--- src/design/gpm_pkg.sv ---
package gpm_pkg;

	// ======================================================================
	// Regulation modes
	typedef enum logic [2:0] {
		three_phase_voltage_mode,
		single_phase_voltage_mode,
		field_current_mode,
		reactive_power_mode,
		power_factor_mode
	} gpm_mode_t;

	// ======================================================================
	// Timing
	localparam int CLK_HZ = 50_000_000;
	localparam int TIMER_RES_MS = 100;
	localparam int TICK_CYCLES_DEF = TIMER_RES_MS * (CLK_HZ / 1000);
	localparam int DUR_W = 9;

	// ======================================================================
	// Fixed protection levels (field current in mA, speed in RPM, freq in 0.1 Hz)
	localparam logic [15:0] IOC_LIMIT_MA = 16'h2AF8;
	localparam logic [15:0] LOS_SPEED_RPM = 16'h0352;
	localparam logic [9:0] EXC_CUTOFF_DHZ = 10'h0FA;
	localparam logic [3:0] OE_CLR_NUM = 4'h9;
	localparam logic [3:0] OE_CLR_DEN = 4'hA;

	// ======================================================================
	// Volts-per-hertz slopes; one per unit of set point is SETPT_UNITY.
	localparam logic [9:0] KNEE_BAND_A_DHZ = 10'h1F4;
	localparam logic [9:0] KNEE_BAND_B_DHZ = 10'h258;
	localparam longint SLOPE_SCALE = 64'h0000_0001_0000_0000;
	localparam longint SLOPE_UNIT_DIV = 1000;
	localparam longint SLOPE_DEN_A = 50;
	localparam longint SLOPE_DEN_B = 60;
	localparam longint SLOPE_DEN_C = 70;
	localparam logic [16:0] SLOPE_RECIP_A = 17'(SLOPE_SCALE / (SLOPE_UNIT_DIV * SLOPE_DEN_A));
	localparam logic [16:0] SLOPE_RECIP_B = 17'(SLOPE_SCALE / (SLOPE_UNIT_DIV * SLOPE_DEN_B));
	localparam logic [16:0] SLOPE_RECIP_C = 17'(SLOPE_SCALE / (SLOPE_UNIT_DIV * SLOPE_DEN_C));
	localparam logic [15:0] SETPT_UNITY = 16'hFFFF;
	localparam logic [15:0] PWR_TRIM_STEP = 16'h0040;

	// ======================================================================
	// Vector layouts
	localparam int NTIMER = 7;
	localparam int TMR_CAN = 6;
	localparam int NFAULT = 10;
	localparam int F_OVEREXC = 0;
	localparam int F_UNDEREXC = 1;
	localparam int F_OVERVOLT = 2;
	localparam int F_UNDERVOLT = 3;
	localparam int F_IMBAL = 4;
	localparam int F_REVPWR = 5;
	localparam int F_LOSS_SENSE = 6;
	localparam int F_IOC = 7;
	localparam int F_OVERTEMP = 8;
	localparam int F_STARTUP = 9;
	localparam int NALARM = 11;
	localparam int A_OVEREXC = 0;
	localparam int A_UNDEREXC = 1;
	localparam int A_OVERVOLT = 2;
	localparam int A_UNDERVOLT = 3;
	localparam int A_IMBAL = 4;
	localparam int A_REVPWR = 5;
	localparam int A_OVERTEMP = 6;
	localparam int A_UNDERFREQ = 7;
	localparam int A_FIELD_LIM = 8;
	localparam int A_PWR_LIM = 9;
	localparam int A_BUS_LOSS = 10;

endpackage

--- src/design/gpm_monitor.sv ---
`timescale 1ns/100ps

// Contract
// - Alarm follows threshold condition immediately.
// - Each timed feature has own timer from alarm.
// - Timer expiry with alarm gives fault, excitation off; the bus keepalive timer raises only its alarm.
// - Over-excitation clears only below ninety percent.
// - Absorbed reactive power over threshold alarms, faults.
// - Over-voltage alarms and faults after timer.
// - Under-voltage alarms and faults after timer.
// - Phase deviation from average flags imbalance.
// - Imbalance off in single-phase, field-current modes.
// - Reverse power alarms and faults after timer.
// - Lost sensing faults directly, no alarm.
// - Sensing loss armed after 850 RPM, or at once in field-current mode.
// - Field current over 11 A faults directly.
// - Temperature alarm level, separate shutdown level.
// - Reactive or power-factor start, contact open: fault.
// - Below knee: alarm and volts-per-hertz roll-off.
// - Below 25 Hz: no excitation, no metering.
// - No frequency above 850 RPM forces current limit.
// - Base slope from knee band, times multiplier.
// - Field current clamped at limit, alarm raised.
// - Power limiter trims voltage, raises alarm.
// - Missing keepalive within threshold raises bus alarm.
module gpm_monitor
	import gpm_pkg::*;
#(
	parameter int TICK_CYCLES = TICK_CYCLES_DEF,
	parameter logic [7:0] TEMP_ALARM_C = 8'h55,
	parameter logic [7:0] TEMP_SHUT_C = 8'h5F
)
(
	input wire logic clk,
	input wire logic arst_n,
	input wire logic ce,
	input wire gpm_mode_t mode,
	input wire logic [15:0] ifield_ma,
	input wire logic [15:0] oe_thr_ma,
	input wire logic [DUR_W-1:0] oe_dur,
	input wire logic [15:0] q_abs,
	input wire logic [15:0] ue_thr,
	input wire logic [DUR_W-1:0] ue_dur,
	input wire logic [15:0] v_gen,
	input wire logic [15:0] ov_thr,
	input wire logic [DUR_W-1:0] ov_dur,
	input wire logic [15:0] uv_thr,
	input wire logic [DUR_W-1:0] uv_dur,
	input wire logic [15:0] v_a,
	input wire logic [15:0] v_b,
	input wire logic [15:0] v_c,
	input wire logic [15:0] imb_thr,
	input wire logic [DUR_W-1:0] imb_dur,
	input wire logic [15:0] p_rev,
	input wire logic [15:0] rp_thr,
	input wire logic [DUR_W-1:0] rp_dur,
	input wire logic sense_lost,
	input wire logic [15:0] speed_rpm,
	input wire logic [7:0] temp_c,
	input wire logic gen_start,
	input wire logic reactive_pf_disable_contact,
	input wire logic [9:0] freq_dhz,
	input wire logic freq_valid,
	input wire logic [9:0] knee_dhz,
	input wire logic [7:0] slope_mult,
	input wire logic [15:0] if_demand_ma,
	input wire logic [15:0] if_limit_ma,
	input wire logic pwr_lim_en,
	input wire logic [15:0] p_out,
	input wire logic [15:0] p_limit,
	input wire logic regulator_keepalive_message,
	input wire logic [DUR_W-1:0] bus_dur,
	output logic [NALARM-1:0] alarm_q,
	output logic [NFAULT-1:0] fault_q,
	output logic fault_any_q,
	output logic exc_on_q,
	output logic [15:0] field_cmd_q,
	output logic [15:0] per_unit_voltage_q,
	output logic metering_on_q,
	output logic short_circuit_q
);

	localparam int TW = (TICK_CYCLES > 1) ? $clog2(TICK_CYCLES) : 1;

	logic [TW-1:0] tick_cnt_q;
	logic tick_q;
	logic oe_act_q;
	logic speed_seen_q;
	logic [15:0] pwr_trim_q;
	logic [NTIMER-1:0] cond;
	logic [NTIMER-1:0] expired;
	logic [DUR_W-1:0] dur [NTIMER];
	logic oe_act_d;
	logic imb_en;
	logic imb_hit;
	logic [17:0] ph_sum;
	logic [17:0] imb_lim;
	logic los_en;
	logic short_d;
	logic low_freq_d;
	logic exc_on_d;
	logic pwr_hit;
	logic [NFAULT-1:0] fault_d;
	logic [NALARM-1:0] alarm_d;
	logic [15:0] field_cmd_d;
	logic [16:0] slope_recip;
	logic [9:0] freq_drop;
	logic [34:0] rolloff;
	logic [15:0] setpt_uf;
	logic [15:0] setpt_d;

	// ======================================================================
	// Timer time base, one tick per timer resolution step.
	always_ff @(posedge clk or negedge arst_n)
	begin
		if (!arst_n)
		begin
			tick_cnt_q <= '0;
			tick_q <= 1'b0;
		end
		else if (ce)
		begin
			tick_q <= (tick_cnt_q == TW'(TICK_CYCLES - 1));
			if (tick_cnt_q == TW'(TICK_CYCLES - 1))
				tick_cnt_q <= '0;
			else
				tick_cnt_q <= tick_cnt_q + 1'b1;
		end
	end

	// ======================================================================
	// Threshold conditions.
	function automatic logic phase_off(input logic [15:0] v, input logic [17:0] sum,
		input logic [17:0] lim);
		logic [17:0] tv;
		tv = {1'b0, v, 1'b0} + {2'b00, v};
		return (tv > sum) ? ((tv - sum) > lim) : ((sum - tv) > lim);
	endfunction

	always_comb
	begin
		oe_act_d = (ifield_ma > oe_thr_ma) || (oe_act_q &&
			(({4'h0, ifield_ma} * OE_CLR_DEN) >= ({4'h0, oe_thr_ma} * OE_CLR_NUM)));
		imb_en = (mode == three_phase_voltage_mode) || (mode == reactive_power_mode) ||
			(mode == power_factor_mode);
		ph_sum = {2'b00, v_a} + {2'b00, v_b} + {2'b00, v_c};
		imb_lim = {1'b0, imb_thr, 1'b0} + {2'b00, imb_thr};
		imb_hit = phase_off(v_a, ph_sum, imb_lim) || phase_off(v_b, ph_sum, imb_lim) ||
			phase_off(v_c, ph_sum, imb_lim);
		cond[F_OVEREXC] = oe_act_d;
		cond[F_UNDEREXC] = q_abs > ue_thr;
		cond[F_OVERVOLT] = v_gen > ov_thr;
		cond[F_UNDERVOLT] = v_gen < uv_thr;
		cond[F_IMBAL] = imb_en && imb_hit;
		cond[F_REVPWR] = p_rev > rp_thr;
		cond[TMR_CAN] = !regulator_keepalive_message;
	end

	assign dur[F_OVEREXC] = oe_dur;
	assign dur[F_UNDEREXC] = ue_dur;
	assign dur[F_OVERVOLT] = ov_dur;
	assign dur[F_UNDERVOLT] = uv_dur;
	assign dur[F_IMBAL] = imb_dur;
	assign dur[F_REVPWR] = rp_dur;
	assign dur[TMR_CAN] = bus_dur;

	genvar gi;
	generate
		for (gi = 0; gi < NTIMER; gi++)
		begin : g_tmr
			gpm_alarm_timer u_tmr (
				.clk(clk),
				.arst_n(arst_n),
				.ce(ce),
				.tick(tick_q),
				.cond(cond[gi]),
				.dur(dur[gi]),
				.expired_q(expired[gi])
			);
		end
	endgenerate

	always_ff @(posedge clk or negedge arst_n)
	begin
		if (!arst_n)
		begin
			oe_act_q <= 1'b0;
			speed_seen_q <= 1'b0;
		end
		else if (ce)
		begin
			oe_act_q <= oe_act_d;
			if (speed_rpm >= LOS_SPEED_RPM)
				speed_seen_q <= 1'b1;
		end
	end

	// ======================================================================
	// Frequency handling and volts-per-hertz roll-off.
	always_comb
	begin
		short_d = !freq_valid && (speed_rpm > LOS_SPEED_RPM);
		low_freq_d = freq_valid ? (freq_dhz < EXC_CUTOFF_DHZ) : !short_d;
		if (knee_dhz <= KNEE_BAND_A_DHZ)
			slope_recip = SLOPE_RECIP_A;
		else if (knee_dhz <= KNEE_BAND_B_DHZ)
			slope_recip = SLOPE_RECIP_B;
		else
			slope_recip = SLOPE_RECIP_C;
		freq_drop = (freq_valid && (freq_dhz < knee_dhz)) ? (knee_dhz - freq_dhz) : '0;
		rolloff = {25'h0, freq_drop} * {27'h0, slope_mult} * {18'h0, slope_recip};
		if (rolloff[34:16] >= {3'h0, SETPT_UNITY})
			setpt_uf = '0;
		else
			setpt_uf = SETPT_UNITY - rolloff[31:16];
		setpt_d = (setpt_uf > pwr_trim_q) ? (setpt_uf - pwr_trim_q) : '0;
	end

	// ======================================================================
	// Power limiter trim, stepped once per tick.
	assign pwr_hit = pwr_lim_en && (p_out >= p_limit);

	always_ff @(posedge clk or negedge arst_n)
	begin
		if (!arst_n)
			pwr_trim_q <= '0;
		else if (ce)
		begin
			if (!pwr_lim_en)
				pwr_trim_q <= '0;
			else if (tick_q && pwr_hit && (pwr_trim_q <= (SETPT_UNITY - PWR_TRIM_STEP)))
				pwr_trim_q <= pwr_trim_q + PWR_TRIM_STEP;
			else if (tick_q && !pwr_hit && (p_out < p_limit))
				pwr_trim_q <= (pwr_trim_q > PWR_TRIM_STEP) ? (pwr_trim_q - PWR_TRIM_STEP) : '0;
		end
	end

	// ======================================================================
	// Fault latch and excitation control.
	always_comb
	begin
		los_en = (mode == field_current_mode) || speed_seen_q;
		fault_d = fault_q;
		for (int i = 0; i < F_LOSS_SENSE; i++)
		begin
			if (expired[i])
				fault_d[i] = 1'b1;
		end
		if (sense_lost && los_en)
			fault_d[F_LOSS_SENSE] = 1'b1;
		if (ifield_ma > IOC_LIMIT_MA)
			fault_d[F_IOC] = 1'b1;
		if (temp_c > TEMP_SHUT_C)
			fault_d[F_OVERTEMP] = 1'b1;
		if (gen_start && reactive_pf_disable_contact &&
			((mode == reactive_power_mode) || (mode == power_factor_mode)))
			fault_d[F_STARTUP] = 1'b1;
		exc_on_d = !(|fault_d) && !low_freq_d;
		if (!exc_on_d)
			field_cmd_d = '0;
		else if (short_d || (if_demand_ma > if_limit_ma))
			field_cmd_d = if_limit_ma;
		else
			field_cmd_d = if_demand_ma;
	end

	always_comb
	begin
		alarm_d = '0;
		alarm_d[A_REVPWR:A_OVEREXC] = cond[F_REVPWR:F_OVEREXC];
		alarm_d[A_OVERTEMP] = temp_c > TEMP_ALARM_C;
		alarm_d[A_UNDERFREQ] = freq_valid && (freq_dhz < knee_dhz);
		alarm_d[A_FIELD_LIM] = short_d || (if_demand_ma > if_limit_ma);
		alarm_d[A_PWR_LIM] = pwr_hit;
		alarm_d[A_BUS_LOSS] = expired[TMR_CAN];
	end

	always_ff @(posedge clk or negedge arst_n)
	begin
		if (!arst_n)
		begin
			alarm_q <= '0;
			fault_q <= '0;
			fault_any_q <= 1'b0;
			exc_on_q <= 1'b0;
			field_cmd_q <= '0;
			per_unit_voltage_q <= '0;
			metering_on_q <= 1'b0;
			short_circuit_q <= 1'b0;
		end
		else if (ce)
		begin
			alarm_q <= alarm_d;
			fault_q <= fault_d;
			fault_any_q <= |fault_d;
			exc_on_q <= exc_on_d;
			field_cmd_q <= field_cmd_d;
			per_unit_voltage_q <= setpt_d;
			metering_on_q <= freq_valid && (freq_dhz >= EXC_CUTOFF_DHZ);
			short_circuit_q <= short_d;
		end
	end
endmodule // gpm_monitor

--- src/design/gpm_alarm_timer.sv ---
`timescale 1ns/100ps

module gpm_alarm_timer
	import gpm_pkg::*;
(
	input wire logic clk,
	input wire logic arst_n,
	input wire logic ce,
	input wire logic tick,
	input wire logic cond,
	input wire logic [DUR_W-1:0] dur,
	output logic expired_q
);

	logic [DUR_W-1:0] cnt_q;

	// ======================================================================
	// Tick counter, restarted whenever the condition drops.
	always_ff @(posedge clk or negedge arst_n)
	begin
		if (!arst_n)
			cnt_q <= '0;
		else if (ce)
		begin
			if (!cond)
				cnt_q <= '0;
			else if (tick && (cnt_q < dur))
				cnt_q <= cnt_q + 1'b1;
		end
	end

	always_ff @(posedge clk or negedge arst_n)
	begin
		if (!arst_n)
			expired_q <= 1'b0;
		else if (ce)
			expired_q <= cond && (cnt_q >= dur);
	end
endmodule // gpm_alarm_timer

--- config.mk ---
export PLATFORM = sky130hd
export DESIGN_NAME = gpm_monitor
export DESIGN_NICKNAME = d
export VERILOG_FILES = /design/src/design/gpm_pkg.sv /design/src/design/gpm_monitor.sv /design/src/design/gpm_alarm_timer.sv
export SDC_FILE = /design/constraint.sdc
export NUM_CORES = 2
export LEC_CHECK = 0
export ABC_AREA = 1
export BUFFER_PORTS_ARGS = -buffer_cell sky130_fd_sc_hd__buf_2
export CORE_ASPECT_RATIO = 0.6
export CORE_MARGIN = 10
export CORE_UTILIZATION = 62
export DETAILED_ROUTE_END_ITERATION = 7
export GPL_TIMING_DRIVEN = 0
export HOLD_SLACK_MARGIN = 0.06
export PLACE_DENSITY = 0.91
export SETUP_SLACK_MARGIN = 0.1
export SKIP_LAST_GASP = 1
export SLEW_MARGIN = 30
export SYNTH_ARGS = -nofsm -noshare
export SYNTH_HDL_FRONTEND = slang
export SYNTH_HIERARCHICAL = 1
export SYNTH_SLANG_ARGS = --single-unit
--- constraint.sdc ---
create_clock -name clk -period 3.3 [get_ports clk]
set_clock_uncertainty 0.05 [all_clocks]
set_input_delay 0.495 -clock clk [delete_from_list [all_inputs] [get_ports clk]]
set_output_delay 0.495 -clock clk [all_outputs]
set_load 0.05 [all_outputs]
# Yosys cells after proc, flatten, opt, wreduce, memory -nomap -nowiden
# Cells that the tools add are included.
# totals
ramBits	0
ff_bits	169
latchBits	0
mem_bits_ro	0
mem_count	0
wordCells	207
# op_classes
order_cmp	46
n_mux	40
addsub	25
bitwise_logic	0
eq_ne	11
n_reduce_logical	54
shifts	0
div_mod_pow	0
n_mul	4
# ops
op	count
$gt 18x18->1	9
$mux 16	8
$mux 9	14
$sub 18x18->18	6
$gt 16x16->1	6
$add 17x16->18	5
$add 9x1->9 const B	7
$ge 9x9->1	7
$lt 9x9->1	7
$mul 18x17->35	1
$mux 17	2
$lt 16x16->1	2
$logic_and 1x1->1	28
$add 23x1->23 const B	1
$eq 23x23->1 const B	1
$mux 23	1
$ge 20x20->1	1
$mul 16x4->20 const B	1
$ge 19x16->1 const B	1
$mul 16x3->19 const B	1
$mul 10x8->18	1
$reduce_and 2->1	9
$add 16x16->17	1
$add 16x7->16 const B	1
27 further kinds	59

# Logic depth before layout (Yosys ltp)
# logic_depth
word_depth	10
depth_mapped	86
mapped_depth_nobuf	85

# Cells and area by module
# The synthesis kept the hierarchy.
# modules_own_cells
module	n_inst	area_per_inst_um2	cells_each
gpm_monitor	1	33284.4	4599
gpm_alarm_timer	7	869.6	129

# Worst setup path before layout
# OpenSTA, ideal clock, no wires.
# synth_path
kind	input -> register
startpoint	input port knee_dhz[0]
endpoint	register per_unit_voltage_q[15]
cell_stages	81
required_time_ns	3.123
setup_ns	0.127
arrival_ns	13.565
setup_slack_ns	-10.442
path_buffers	1
path_cell_list	inv_1 ha_1 inv_1 fa_1 nand2_1 inv_1 o21ai_0 nand2_1 nand2_1 o211ai_1 inv_1 nor2_1 nor2_1 nor2_1 o21ai_0 a31oi_1 inv_1 nor2_1 [45 not listed] nor2_1 nand2_2 nand2_1 clkbuf_1 a21oi_1 ha_1 a21oi_1 inv_1 nor2_1 inv_1 a21oi_1 o21ai_0 a21oi_1 o21ai_0 a21o_1 a21oi_1 xor2_1 o21ai_0
# synth_via
elab_chain_cells	9
# synth_rtl
element	line_no	source
start: declaration	gpm_monitor.sv:64	input wire logic [9:0] knee_dhz,
$lt 10x10->1	gpm_monitor.sv:210	freq_drop = (freq_valid && (freq_dhz < knee_dhz)) ? (knee_dhz - freq_dhz) : '0;
$logic_and 1x1->1	gpm_monitor.sv:210	
$mux 10	gpm_monitor.sv:210	
$mul 10x8->18	gpm_monitor.sv:211	rolloff = {25'h0, freq_drop} * {27'h0, slope_mult} * {18'h0, slope_recip};
$mul 18x17->35 (*)	gpm_monitor.sv:211	
$sub 16x16->16 or $ge 19x16->1 (tied branches)	gpm_monitor.sv:215, gpm_monitor.sv:212	
$mux 16 (*)	gpm_monitor.sv:212	if (rolloff[34:16] >= {3'h0, SETPT_UNITY})
$sub 16x16->16 or $gt 16x16->1 (tied branches)	gpm_monitor.sv:216	setpt_d = (setpt_uf > pwr_trim_q) ? (setpt_uf - pwr_trim_q) : '0;
$mux 16 (*)	gpm_monitor.sv:216	
end signal: assignment	gpm_monitor.sv:298	per_unit_voltage_q <= setpt_d;
end: declaration	gpm_monitor.sv:78	output logic [15:0] per_unit_voltage_q,
# Every way passes the cells marked *; elsewhere a longest branch is shown, timed or not.
# A chain may end at the register's enable or synchronous reset.

# Final worst setup path
# layout_path
startpoint	input port knee_dhz[0]
endpoint	register per_unit_voltage_q[12]
# The elaborated chain is that of the path after synthesis.

==> impl_metrics.toml <==
[grt]
antenna_found_initial = 30
grt_max_degree = 83
grt_use_total_pct = 35.4
grt_pass1_wl_um = 215000
grt-ovfl-total = 0
grt_pass1_vias = 40300

[cells_and_area]
seq_area_um2 = 4050
finish.net_count = 7622
areaGrowthSynthToFinish_pct = 23.9
multi_input_area_um2 = 33600
n_fill_cell = 4128
drive_gt1_share_pct = 22.7

[logic_synthesis]
syn_nets = 6927
synthTopCellsByCount = "1204 x inv_1, 1007 x nand2_1, 734 x ha_1"
synthTopCellsByArea = "ha_1 23%, fa_1 15%, inv_1 11%"
synth_seq_cells = 162
syn_area_um2 = 39400
synthCells = 5502
synth.avg_cell_area_um2 = 7.16
synth_cell_types = 69
yosys.area.top_type_share_pct = 23.3
synth_edf_count = 0
synth_async_sr_flop_share_pct = 100
ys_warn_count = 6
yosys.area.top_type = "ha_1"
seq_area_frac_synth_pct = 10.3
yosysMostFrequentCell = "inv_1"
synth_ff_type = "dfrtp_1"

[setup_path]
critPathCaptureType = "flop"
arrival_ns = 14.86
reg2regPathDepth = 14
r2r_slack_ns = 0.47
timing.rr.end = "tick_cnt_q[22]$_DFFE_PN0P_"
critPathMaxStageDelay_ns = 0.69
path_class = "in2reg"
crit_path_start_kind = "input pin"
crit_start = "knee_dhz[0]"
timing.rr.start = "tick_cnt_q[1]$_DFFE_PN0P_"
cpMostUsedCell = "fa_1"
crit_slowest_cell = "nor2_1"
cp.required_ns = 3.60
path_max_fanout = 6

[floorplan]
core_area_um2 = 62700
die_area_um2 = 74300
start_util_pct = 62.8
io_pins = 456
core.rowCount = 71
die_y_um = 215
die_w_um = 345

[sta]
max_freq_ghz = 0.0687
tightest_slew_ns = 1.13
finalCritPeriodShare_pct = 441
worst_slack_ns = -11.26
drv_slew = 0
slew_headroom_pct = 24.1
timing.final.hold_violations = 0
fin_tns_setup_ns = -223.26
finalSetupViolations = 38
min_period_ns = 14.56
rsz0062_at_grt = "true"
whs_ns = 0.275

[status]
violations = "DRC, setup timing"
outcome = "complete, but fails checks"

[min_path]
whs_endpoint = "field_cmd_q[2]$_DFFE_PN0P_"
hold_path_class = "in2reg"
holdPathStages = 3
min_from = "if_limit_ma[2]"

[cts]
cts-root-buf = "clkbuf_16"
cts_buffers = 17
insertion_delay_ns = 0.46
cts_tree = "built"
clock-sinks = 162
clock_path_buffers = 2
htree_levels = 4
clk_pin_slew_ns = 0.08

[route]
wl_per_cell_um = 21.0
num_vias = 42800
drtIter0Drc = 6100
vias_per_cell = 6.04
wl_um = 149000
first_pass_iters = 8
post-route-drc-count = 249
postRouteAntennaNets = 0

[flow_run]
cap_violations = 0

[placement]
dp_worst_setup_slack_ns = -11.75
gp_congestion = 1.05
dp_hpwl_um = 111000
io_buffers = 453
## cell families (layout without fill, tap and decap cells)
family          count (synthesis)  in the layout  synth area share [%]
simple gates                 1895           1899                  20.8
buf+inv                      1306           2010                  12.6
fa+ha+maj                    1026           1026                  38.2
compound gates                878            878                  12.9
xor+xnor                      233            233                  5.20
flops                         162            162                  10.3
other cells                     2             30                0.0191
## area by class of cell
cell class | count | area share, %
buffer | 66 | 0.797
clock buffer | 18 | 0.900
antenna | 28 | 0.144
clock inverter | 14 | 0.318
inverter | 1233 | 9.66
timing repair buffer | 679 | 8.87
tap | 839 | 2.15
multi-input combinational | 4038 | 68.9
sequential | 162 | 8.31
## how the worst max path moves through the flow
| stage | end | slack [ns] | cells past startpoint |
|---|---|---|---|
| after floorplan | per_unit_voltage_q[15]$_DFFE_PN0P_ | -9.61 | 82 |
| after global placement | per_unit_voltage_q[15]$_DFFE_PN0P_ | -11.57 | 79 |
| after detailed placement | per_unit_voltage_q[15]$_DFFE_PN0P_ | -11.75 | 81 |
| after CTS | per_unit_voltage_q[15]$_DFFE_PN0P_ | -9.69 | 84 |
| after global routing | per_unit_voltage_q[12]$_DFFE_PN0P_ | -11.38 | 60 |
| final | per_unit_voltage_q[12]$_DFFE_PN0P_ | -11.26 | 63 |
## metal layers
metal,up-vias,part of all wire (%),global-route usage [%]
li1,19000,-,-
met1,19800,38,47.0
met2,3137,42,52.8
met3,857,14,12.3
met4,6,6.0,12.6
met5,-,0.021,0.329
## per-stage QoR
stage,instances,instance area [µm²],util [%]
finish,7077,48800,77.8
floorplan,5502,40100,-
global route,7067,48800,77.8
global placement,6794,43400,69.1
CTS,6982,46900,74.7
detailed placement,6799,43500,69.3
## registers in the layout, summed over array words and instances (netlist names)
signal,flops
g_tmr.u_tmr/cnt_q,63
tick_cnt_q,23
field_cmd_q,16
per_unit_voltage_q,16
alarm_q,11
fault_q,10
pwr_trim_q,10
g_tmr.u_tmr/expired_q,7
exc_on_q,1
fault_any_q,1
metering_on_q,1
short_circuit_q,1
speed_seen_q,1
tick_q,1
## placed cells by master (no fill, tap or decap), types with 39 or more instances in the layout
cell type and count:
a21oi_1 372, a21oi_2 39, buf_2 434, buf_4 209
dfrtp_1 162, fa_1 279, ha_1 657, ha_4 67
inv_1 1142, inv_2 67, nand2_1 905, nand2_2 98
nand3_1 176, nand4_1 70, nor2_1 328, nor2_2 76
nor3_1 51, o21ai_0 158, o21bai_1 39, xor2_1 177
## worst max-delay path: cells and delay by family
family,cells,cell delay (ns)
AND/OR/NAND/NOR,23,4.34
AO/OA/AOI/OAI,10,1.96
XOR/XNOR,1,0.10
buffers and inverters,14,1.45
adder cells (fa/ha/maj),15,6.48
## repair_timing
action | 4_1_cts | 5_1_grt
cloned | 8 | 0
pin swaps | 218 | 233
gates resized for setup | 338 | 340
endpoints found under the hold margin | 81 | 0
setup endpoints to repair | 38 | 41
hold buffers | 1 | 0
setup buffers | 146 | 76
Power is not shown: default switching activity piles up to over one toggle a cycle in this logic, so the estimate is an artifact.
